===== src/logic/ise_pkg.sv =====
// shared constants and carrier types of the infrared serial endec
package ise_pkg;

  // bus geometry
  localparam int ADDR_W = 12;
  localparam int DATA_W = 32;

  // register indices, byte address is four times the index
  localparam logic [7:0] CTRL_INDEX = 8'hbf;
  localparam logic [7:0] STAT_INDEX = 8'hc0;
  localparam logic [ADDR_W-1:0] CTRL_ADDR = {2'h0, CTRL_INDEX, 2'h0};
  localparam logic [ADDR_W-1:0] STAT_ADDR = {2'h0, STAT_INDEX, 2'h0};

  // control field positions
  localparam int CTRL_ENABLE_BIT = 0;
  localparam int CTRL_RXEN_BIT   = 1;
  localparam int CTRL_LOOP_BIT   = 2;
  localparam logic [2:0] CTRL_RESET = 3'h0;

  // status field positions
  localparam int STAT_TXBUSY_BIT = 0;
  localparam int STAT_RXBUSY_BIT = 1;
  localparam int STAT_RXD_BIT    = 2;
  localparam int STAT_PULSE_BIT  = 3;

  // bit cell in baud clock ticks and the zero-bit pulse window
  localparam int BIT_TICKS   = 16;
  localparam int PULSE_FIRST = 7;
  localparam int PULSE_TICKS = 3;
  localparam logic [3:0] CNT_LAST    = 4'hf;
  localparam logic [3:0] PULSE_START = 4'h7;
  localparam logic [3:0] PULSE_END   = 4'h9;

  // bus responses
  localparam logic [1:0] RESP_OKAY   = 2'h0;
  localparam logic [1:0] RESP_SLVERR = 2'h2;

  typedef struct packed {
    logic              awvalid;
    logic [ADDR_W-1:0] awaddr;
    logic              wvalid;
    logic [DATA_W-1:0] wdata;
    logic [3:0]        wstrb;
    logic              bready;
    logic              arvalid;
    logic [ADDR_W-1:0] araddr;
    logic              rready;
  } ise_axi_req_type;

  typedef struct packed {
    logic              awready;
    logic              wready;
    logic              bvalid;
    logic [1:0]        bresp;
    logic              arready;
    logic              rvalid;
    logic [DATA_W-1:0] rdata;
    logic [1:0]        rresp;
  } ise_axi_rsp_type;

  typedef struct packed {
    logic loopback;
    logic receiveEnable;
    logic endecEnable;
  } ise_ctrl_type;

endpackage


===== src/logic/ise_pulse_decoder.sv =====
// receive decoder: infrared pulses back to uart levels
module ise_pulse_decoder (
  input  wire logic core_clk,
  input  wire logic rst_b,
  input  wire logic rxOn,
  input  wire logic baudTick,
  input  wire logic pulseIn,
  output logic      uartRxd,
  output logic      rxBusy
);

  logic       lastLevel;
  logic [3:0] cellCnt;
  logic       pulseSeen;
  logic       cellDone;

  // a falling input level seen on a baud tick marks a zero bit
  assign pulseSeen = rxOn & baudTick & lastLevel & ~pulseIn;
  assign cellDone  = baudTick & rxBusy & (cellCnt == ise_pkg::CNT_LAST);

  // each pulse restarts a 16 tick low cell, a silent cell returns high
  always_ff @(posedge core_clk) begin
    if (!rst_b || !rxOn) begin
      lastLevel <= 1'b1;
      cellCnt   <= 4'h0;
      rxBusy    <= 1'b0;
      uartRxd   <= 1'b1;
    end else begin
      if (baudTick) begin
        lastLevel <= pulseIn;
      end
      if (pulseSeen) begin
        cellCnt <= 4'h0;
        rxBusy  <= 1'b1;
        uartRxd <= 1'b0;
      end else if (cellDone) begin
        rxBusy  <= 1'b0;
        uartRxd <= 1'b1;
      end else if (baudTick && rxBusy) begin
        cellCnt <= cellCnt + 4'h1;
      end
    end
  end

  // a pulse on a tick drives the uart line low on the next clock
  a_rx_zero_start : assert property (@(posedge core_clk) disable iff (!rst_b)
    pulseSeen |=> !uartRxd && cellCnt == 4'h0)
    else $error("decoder missed a received pulse");

  // a low cell ends exactly sixteen ticks after its pulse
  a_rx_cell_end : assert property (@(posedge core_clk) disable iff (!rst_b)
    rxOn && cellDone && !pulseSeen |=> uartRxd && !rxBusy)
    else $error("decoded zero cell has wrong length");

endmodule


===== src/logic/ise_endec.sv =====
// infrared serial endec top: register slave, encoder, loopback and decoder
//
// Behaviour
// encoder times each uart bit as sixteen baud clock ticks
// a one bit keeps the infrared output low all sixteen ticks
// a zero bit gives seven low, three high, then six low ticks
// sixteen high input ticks decode to a uart one
// seven high, three low, six high input ticks decode to a zero
// decoded receive signal is timed by the baud clock
// first decoded bit may jitter, later bits are sixteen ticks wide
// decoded data reaches the uart only while receive enable is set
// when enabled, transmit is encoded and receive decoded
// software keeps the link half duplex, no transmit while receiving
// software clears receive enable during transmission
// uart and baud generator are set up before endec use
// the two infrared port lines use alternate function mode seven
// software disables the modem status interrupt while endec is used
// loopback inverts the output and feeds it to the receive input
// receive enable low ignores input, high drives the uart receive line
// endec enable switches the whole block, resets to zero
// idle or disabled receive path holds the uart line high
//
// The AXI4-Lite interface to the registers and the placing of the registers were left to the implementer.
module ise_endec (
  input  wire logic                    core_clk,
  input  wire logic                    rst_b,
  input  wire ise_pkg::ise_axi_req_type axiReq,
  output ise_pkg::ise_axi_rsp_type     axiRsp,
  input  wire logic                    baudTick,
  input  wire logic                    uartTxd,
  output logic                         uartRxd,
  output logic                         irPulseOut,
  input  wire logic                    irPulseIn
);

  ise_pkg::ise_ctrl_type ctrl;

  logic                      awHave;
  logic                      wHave;
  logic [ise_pkg::ADDR_W-1:0] awAddr;
  logic [ise_pkg::DATA_W-1:0] wData;
  logic [3:0]                wStrb;
  logic                      awTake;
  logic                      wTake;
  logic                      arTake;
  logic                      doWrite;
  logic                      next_awHave;
  logic                      next_wHave;
  logic                      next_bvalid;
  logic                      next_rvalid;
  logic                      wrCtrl;
  logic                      wrStat;
  logic                      rdCtrl;
  logic                      rdStat;
  logic [ise_pkg::DATA_W-1:0] rdData;
  logic                      encActive;
  logic                      encBit;
  logic [3:0]                encCnt;
  logic [3:0]                next_encCnt;
  logic                      encStart;
  logic                      encWrap;
  logic                      next_pulse;
  logic                      rxOn;
  logic                      rxSrc;
  logic                      rxBusy;
  logic                      decRxd;

  // channel handshakes and the write that fires once both halves are held
  assign awTake  = axiReq.awvalid & axiRsp.awready;
  assign wTake   = axiReq.wvalid & axiRsp.wready;
  assign arTake  = axiReq.arvalid & axiRsp.arready;
  assign doWrite = awHave & wHave & ~axiRsp.bvalid;

  // next states of the write and read trackers
  assign next_awHave = doWrite ? 1'b0 : (awHave | awTake);
  assign next_wHave  = doWrite ? 1'b0 : (wHave | wTake);
  assign next_bvalid = doWrite |
                       (axiRsp.bvalid & ~axiReq.bready);
  assign next_rvalid = arTake |
                       (axiRsp.rvalid & ~axiReq.rready);

  // address decode for both directions
  assign wrCtrl = (awAddr == ise_pkg::CTRL_ADDR);
  assign wrStat = (awAddr == ise_pkg::STAT_ADDR);
  assign rdCtrl = (axiReq.araddr == ise_pkg::CTRL_ADDR);
  assign rdStat = (axiReq.araddr == ise_pkg::STAT_ADDR);

  // read data selection, reserved bits read as zero
  assign rdData = rdCtrl ? {29'h0, ctrl} :
                  rdStat ? {28'h0, irPulseOut, uartRxd, rxBusy, encActive} :
                  32'h0;

  // write side capture
  always_ff @(posedge core_clk) begin
    if (!rst_b) begin
      awHave <= 1'b0;
      wHave  <= 1'b0;
      awAddr <= '0;
      wData  <= '0;
      wStrb  <= 4'h0;
    end else begin
      awHave <= next_awHave;
      wHave  <= next_wHave;
      if (awTake) begin
        awAddr <= axiReq.awaddr;
      end
      if (wTake) begin
        wData <= axiReq.wdata;
        wStrb <= axiReq.wstrb;
      end
    end
  end

  // control register, only the low byte lane carries fields
  always_ff @(posedge core_clk) begin
    if (!rst_b) begin
      ctrl <= ise_pkg::CTRL_RESET;
    end else if (doWrite && wrCtrl && wStrb[0]) begin
      ctrl <= wData[2:0];
    end
  end

  // response channels, unmapped addresses answer with a slave error
  always_ff @(posedge core_clk) begin
    if (!rst_b) begin
      axiRsp <= '0;
    end else begin
      axiRsp.awready <= ~next_awHave;
      axiRsp.wready  <= ~next_wHave;
      axiRsp.bvalid  <= next_bvalid;
      axiRsp.arready <= ~next_rvalid;
      axiRsp.rvalid  <= next_rvalid;
      if (doWrite) begin
        axiRsp.bresp <= (wrCtrl | wrStat) ? ise_pkg::RESP_OKAY
                                          : ise_pkg::RESP_SLVERR;
      end
      if (arTake) begin
        axiRsp.rdata <= rdData;
        axiRsp.rresp <= (rdCtrl | rdStat) ? ise_pkg::RESP_OKAY
                                          : ise_pkg::RESP_SLVERR;
      end
    end
  end

  // encoder cell timing: a falling uart line starts a run of bit cells
  assign encStart    = ctrl.endecEnable & ~encActive & ~uartTxd;
  assign encWrap     = encActive & baudTick & (encCnt == ise_pkg::CNT_LAST);
  assign next_encCnt = encCnt + 4'h1;
  assign next_pulse  = encActive & ~encBit &
                       (next_encCnt >= ise_pkg::PULSE_START) &
                       (next_encCnt <= ise_pkg::PULSE_END);

  // encoder: bit latched at each cell start, pulse placed within the cell
  always_ff @(posedge core_clk) begin
    if (!rst_b || !ctrl.endecEnable) begin
      encActive  <= 1'b0;
      encBit     <= 1'b1;
      encCnt     <= 4'h0;
      irPulseOut <= 1'b0;
    end else if (encStart) begin
      encActive <= 1'b1;
      encBit    <= 1'b0;
      encCnt    <= 4'h0;
    end else if (encWrap) begin
      encActive  <= ~uartTxd | ~encBit;
      encBit     <= uartTxd;
      encCnt     <= 4'h0;
      irPulseOut <= 1'b0;
    end else if (encActive && baudTick) begin
      encCnt     <= next_encCnt;
      irPulseOut <= next_pulse;
    end
  end

  // receive source: loopback feeds back the inverted output
  assign rxOn  = ctrl.endecEnable & ctrl.receiveEnable;
  assign rxSrc = ctrl.loopback ? ~irPulseOut : irPulseIn;

  ise_pulse_decoder u_decoder (
    .core_clk (core_clk),
    .rst_b    (rst_b),
    .rxOn     (rxOn),
    .baudTick (baudTick),
    .pulseIn  (rxSrc),
    .uartRxd  (decRxd),
    .rxBusy   (rxBusy)
  );

  // uart receive line follows the decoder only while receiving
  always_ff @(posedge core_clk) begin
    if (!rst_b) begin
      uartRxd <= 1'b1;
    end else begin
      uartRxd <= rxOn ? decRxd : 1'b1;
    end
  end

  // helper counters for the pulse and decoded cell lengths
  logic [3:0] pulseTicks;
  logic [7:0] rxLowTicks;
  always_ff @(posedge core_clk) begin
    if (!rst_b) begin
      pulseTicks <= 4'h0;
      rxLowTicks <= 8'h0;
    end else begin
      pulseTicks <= !irPulseOut ? 4'h0 : pulseTicks + {3'h0, baudTick};
      rxLowTicks <= uartRxd ? 8'h0 : rxLowTicks + {7'h0, baudTick};
    end
  end

  a_pulse_width_three : assert property (@(posedge core_clk)
    disable iff (!rst_b) $fell(irPulseOut) && ctrl.endecEnable |->
    pulseTicks == 4'(ise_pkg::PULSE_TICKS))
    else $error("encoded pulse is not three ticks");

  a_pulse_after_seven : assert property (@(posedge core_clk)
    disable iff (!rst_b) $rose(irPulseOut) |->
    $past(next_encCnt) == 4'(ise_pkg::PULSE_FIRST) && !encBit)
    else $error("encoded pulse does not follow seven low ticks");

  a_one_bit_dark : assert property (@(posedge core_clk)
    disable iff (!rst_b) encActive && encBit |-> !irPulseOut)
    else $error("one bit produced a pulse");

  a_cell_sixteen : assert property (@(posedge core_clk)
    disable iff (!rst_b) encWrap |=> encCnt == 4'h0)
    else $error("bit cell did not wrap after sixteen ticks");

  a_rx_cell_whole : assert property (@(posedge core_clk)
    disable iff (!rst_b) $rose(uartRxd) && $past(rxOn) && rxOn |->
    rxLowTicks[3:0] == 4'h0 && rxLowTicks != 8'h0)
    else $error("decoded low is not a whole number of cells");

  a_rx_gated : assert property (@(posedge core_clk)
    disable iff (!rst_b) !rxOn ##1 !rxOn |-> uartRxd)
    else $error("uart receive line moved while receive disabled");

  a_off_quiet : assert property (@(posedge core_clk)
    disable iff (!rst_b) !ctrl.endecEnable |=> !irPulseOut && !encActive)
    else $error("disabled endec still drives the output");

  a_ctrl_reset : assert property (@(posedge core_clk)
    !rst_b |=> ctrl == ise_pkg::CTRL_RESET)
    else $error("control register did not reset to zero");

  a_bresp_hold : assert property (@(posedge core_clk)
    disable iff (!rst_b) axiRsp.bvalid && !axiReq.bready |=>
    axiRsp.bvalid && $stable(axiRsp.bresp))
    else $error("write response dropped before acceptance");

  // read data stands until the master takes it
  a_rdata_hold : assert property (@(posedge core_clk)
    disable iff (!rst_b) axiRsp.rvalid && !axiReq.rready |=>
    axiRsp.rvalid && $stable(axiRsp.rdata) && $stable(axiRsp.rresp))
    else $error("read data changed before acceptance");

  // read answer comes one cycle after the address is taken
  a_read_latency : assert property (@(posedge core_clk)
    disable iff (!rst_b) arTake |=> axiRsp.rvalid && !axiRsp.arready)
    else $error("read answer late or address not refused");

  // write answer comes one cycle after the write fires
  a_write_latency : assert property (@(posedge core_clk)
    disable iff (!rst_b) doWrite |=> axiRsp.bvalid)
    else $error("write response not raised after the write");

  // a running cell never skips or stalls a tick before its end
  a_cell_step : assert property (@(posedge core_clk)
    disable iff (!rst_b) encActive && ctrl.endecEnable && baudTick &&
    encCnt != ise_pkg::CNT_LAST |=>
    encActive && encCnt == $past(encCnt) + 4'h1)
    else $error("bit cell ended early or lost a tick");

  // a falling uart line opens a zero cell when enabled
  a_tx_start : assert property (@(posedge core_clk)
    disable iff (!rst_b) encStart |=> encActive && !encBit &&
    encCnt == 4'h0)
    else $error("encoder did not start a zero cell");

  // with receive on the uart line follows the decoder
  a_rx_follow : assert property (@(posedge core_clk)
    disable iff (!rst_b) rxOn |=> uartRxd == $past(decRxd))
    else $error("uart receive line does not follow the decoder");

  // an idle decoder leaves the uart line high
  a_rx_idle_high : assert property (@(posedge core_clk)
    disable iff (!rst_b) !$past(rxBusy) |-> uartRxd)
    else $error("uart receive line low while decoder idle");

  c_zero_sent : cover property (@(posedge core_clk) disable iff (!rst_b)
    $rose(irPulseOut));
  c_zero_received : cover property (@(posedge core_clk)
    disable iff (!rst_b) rxOn && $fell(uartRxd));
  c_loopback_rx : cover property (@(posedge core_clk) disable iff (!rst_b)
    ctrl.loopback && rxOn && $fell(uartRxd));
  c_bad_address : cover property (@(posedge core_clk) disable iff (!rst_b)
    axiRsp.bvalid && axiRsp.bresp == ise_pkg::RESP_SLVERR);
  c_off_in_pulse : cover property (@(posedge core_clk)
    disable iff (!rst_b) irPulseOut && !ctrl.endecEnable);

endmodule


===== config.mk =====
export PLATFORM = sky130hd
export DESIGN_NAME = ise_endec
export DESIGN_NICKNAME = d
export VERILOG_FILES = /design/src/logic/ise_pkg.sv /design/src/logic/ise_pulse_decoder.sv /design/src/logic/ise_endec.sv
export SDC_FILE = /design/constraint.sdc
export NUM_CORES = 1
export LEC_CHECK = 0
export BUFFER_PORTS_ARGS = -buffer_cell sky130_fd_sc_hd__buf_2
export CAP_MARGIN = 15
export CORE_MARGIN = 4
export CORE_UTILIZATION = 41
export DETAILED_ROUTE_END_ITERATION = 16
export MAX_ROUTING_LAYER = met4
export PLACE_DENSITY = 0.79
export SYNTH_ARGS = -nofsm -noshare
export SYNTH_HDL_FRONTEND = slang
export SYNTH_SLANG_ARGS = --single-unit

===== constraint.sdc =====
create_clock -name core_clk -period 1.4 [get_ports core_clk]
set_input_delay 0.07 -clock core_clk [delete_from_list [all_inputs] [get_ports core_clk]]
set_output_delay 0.07 -clock core_clk [all_outputs]
set_load 0.02 [all_outputs]

==> out/summary.txt <==
Outcome: finished, final reports clean
Die H: 82.3 um
Worst Path Required: 1.59 ns
Simple-Gate Fraction of Synth Area: 23.6%
N_diodes: 0
Syn Area/Cell: 8.45 um2
Leak: 0.00107 uW
Root Driver: clkbuf_8
Ports: 113
Top sig layer: met4
Core box area: 5240 um2
Final setup violation count: 0
Clock sinks: 47
Final slew viol count: 0
CTS clk-pin slew, worst paths: 0.09 ns
CP most frequent cell: o21ai_1
Synth Register Bits: 47
Share of layout cells above drive strength 1: 23.5%
Worst path slowest cell: dfxtp_4
Largest family of logic cells by synthesized area: simple AND/OR/NAND/NOR gates
Drt pass-1 iters: 4
Antenna-violating nets left: 0
Initial antenna violation count: 0
Ys flop type: dfxtp_1
Largest net degree at the start of global routing: 27
Crit path largest cell delay: 0.38 ns
Min Hold Slack: 0.00489 ns
Clk Latency, worst-skew pair: 0.30 ns
Max Clk Rate: 755 MHz
Number of fill cells: 518
CP max FO: 5
Placed cell count: 384
Power Dens Cells: 953 nW/um2
Max-Cap Viols: 0
Crit Path Category: flip-flop to flip-flop
Final min period: 1.32 ns
Initial core utilization: 43.2%
Crit share post-route: 94.6%
Post-synth ARST share: 0%
Iteration-0 DRC count of the detailed router: 67
CTS Buf Count: 5
WL per Instance: 11.4 um
Post-synthesis cell type count: 40
Area grow syn2layout: 16.1%
HP Class: input port to flip-flop
Htree depth: 2
Row count: 26
Number of flops mapped to enable cells by yosys: 0
Nets@finish: 398
Cell Area, Synth: 2260 um2
FF/Latch Area: 948 um2
Vias per cell: 4.77
Congestion Overflow GR: 0
Die Wd: 82.3 um
Non-Filler Instances: 394
Metal3 WL: 301 um
Buf+Inv Stages, Crit Path: 1
Yosys warns: 0
Clock Path Buffers: 2
Routed Wire Length: 4510 um
Multi-input logic area: 1190 um2
Gpl congestion: 0.749
First-pass GRT wire length: 7280 um
Tot Pwr: 2500 uW
DP Wirelength: 3510 um
CP startpoint kind: flip-flop
Mux share of post-synthesis cell area: 2.21%
Adder-cell share of the synthesized area: 2.76%
CTS tree: built
Seq/Total Area, Yosys: 41.6%
RSZ-0062 raised after global routing: true
Routed wl met2: 2160 um
GRT Total Usage: 14.0%
Crit-path cells: inv_1 -> ha_2 -> a21oi_1 -> nand2_1 -> o21ai_1 -> o21ai_1 -> a32o_1
Via count: 1,878
DRC violations left: 0
IO buf count: 50
CP Data Arrival Time: 1.52 ns
Compound-gate portion of the synthesized area: 15.3%
Cells after Synth: 268
Crit. End Element: flip-flop
WL met1: 1970 um
Die area: 6770 um2
XOR/XNOR Fraction of Synth Area: 2.71%
Clock skew: 0.0102 ns
CP top delay family: compound AO/OA/AOI/OAI gates
Number of global-route vias before repair: 1,773
Max IR drop VDD: 0.000600 V
Fin. Hold Viols: 0
kinds of logic after synthesis:
logic type / count (synthesis)
other: 1
adders and majority gates: 5
and+or+nand+nor: 112
xor gates and xnor gates: 7
buffers and inverters: 40
AOI/OAI and AO/OA: 51
DFF: 47
muxes: 5
repair_timing:
action / 4_1_cts / 5_1_grt
cloned: 0 / 0
hold buffers: 1 / 0
buffers inserted: 1 / 0
gates resized for setup: 3 / 8
endpoints found under the setup margin: 8 / 9
pin swaps: 1 / 2
endpoints found under the hold margin: 1 / 0
placed cells by master (no fill, tap or decap), drive strengths merged:
| master | n |
|---|---|
| a211oi | 1 |
| a21boi | 19 |
| a21oi | 9 |
| a221oi | 3 |
| a31oi | 1 |
| a32o | 1 |
| a32oi | 1 |
| and2 | 3 |
| and3 | 3 |
| and4b | 1 |
| buf | 55 |
| clkbuf | 5 |
| clkinv | 1 |
| clkinvlp | 2 |
| conb | 30 |
| dfxtp | 47 |
| dlygate4sd3 | 1 |
| ha | 5 |
| inv | 3 |
| mux2i | 5 |
| nand2 | 48 |
| nand2b | 2 |
| nand3 | 14 |
| nand4 | 4 |
| nor2 | 23 |
| nor2b | 5 |
| nor3 | 2 |
| nor3b | 1 |
| nor4 | 3 |
| nor4b | 1 |
| o211ai | 1 |
| o21a | 3 |
| o21ai | 11 |
| o221a | 1 |
| or4 | 1 |
| or4b | 1 |
| xnor2 | 3 |
| xor2 | 4 |
tightest hold or removal path: stages:
cell and delay (ns):
buf_2 0.09, nand2_1 0.04, a21boi_0 0.06
stage by stage:
step	TNS (ns)	utilization, %	setup slack [ns]	cell area (um2)
global route	-0.0243	50.2	-0.0243	2630
finish	0	50.2	0.0752	2630
detailed placement	-0.874	47.5	-0.177	2490
global placement	-0.573	47.5	-0.139	2490
CTS	0	49.6	0.0215	2600
floorplan	-0.0102	-	-0.0102	2370
synthesized netlist by cell type (all sizes together), types with 3 or more instances:
library cell / instances / area (um2)
and2: 3 / 20.0
nand4: 4 / 25.0
clkbuf: 6 / 22.5
mux2i: 5 / 50.1
nand3: 14 / 75.1
xor2: 4 / 35.0
xnor2: 3 / 26.3
nand2: 48 / 180
a21oi: 9 / 45.0
nor4: 3 / 18.8
and3: 3 / 18.8
o21a: 3 / 22.5
nor2: 23 / 93.8
dfxtp: 47 / 941
a221oi: 3 / 26.3
ha: 5 / 62.6
inv: 3 / 11.3
nor2b: 5 / 31.3
buf: 31 / 230
a21boi: 19 / 146
o21ai: 11 / 55.1
state kept, by name, summed over array words and instances (netlist names), 3 cells and up:
name and count:
encCnt 4, u_decoder.cellCnt 4, axiRsp 11, ctrl 3, wData 3, awAddr 12
layer usage:
metal	vias up	track usage (%)
met4	0	5.48
li1	966	-
met1	850	15.0
met3	5	2.39
met5	-	-
met2	57	25.6
cell type report:
| type | count | area share, % |
|---|---|---|
| multi-input cells | 210 | 45.4 |
| flip-flops and latches | 47 | 36.1 |
| repair buffers | 56 | 11.3 |
| well taps | 70 | 3.33 |
| clock buffers | 5 | 2.62 |
| clock inverters | 3 | 0.762 |
| inverters | 3 | 0.429 |
where the power goes:
group / switching (uW) / internal, uW
clock: 451 / 348
combinational: 193 / 103
sequential: 32.2 / 1380
path summary, 6_finish.rpt:
kind              cells after the start    endpoint               from  slack [ns]
setup / recovery                      7  irPulseOut          encCnt[0]        0.08
hold / removal                        3   awAddr[0]         axiReq[52]       0.005
setup reg to reg                      7  irPulseOut          encCnt[0]        0.08
hold reg to reg                       1     uartRxd  u_decoder.uartRxd        0.44
No activity file was read; power rests on OpenSTA's default activity.
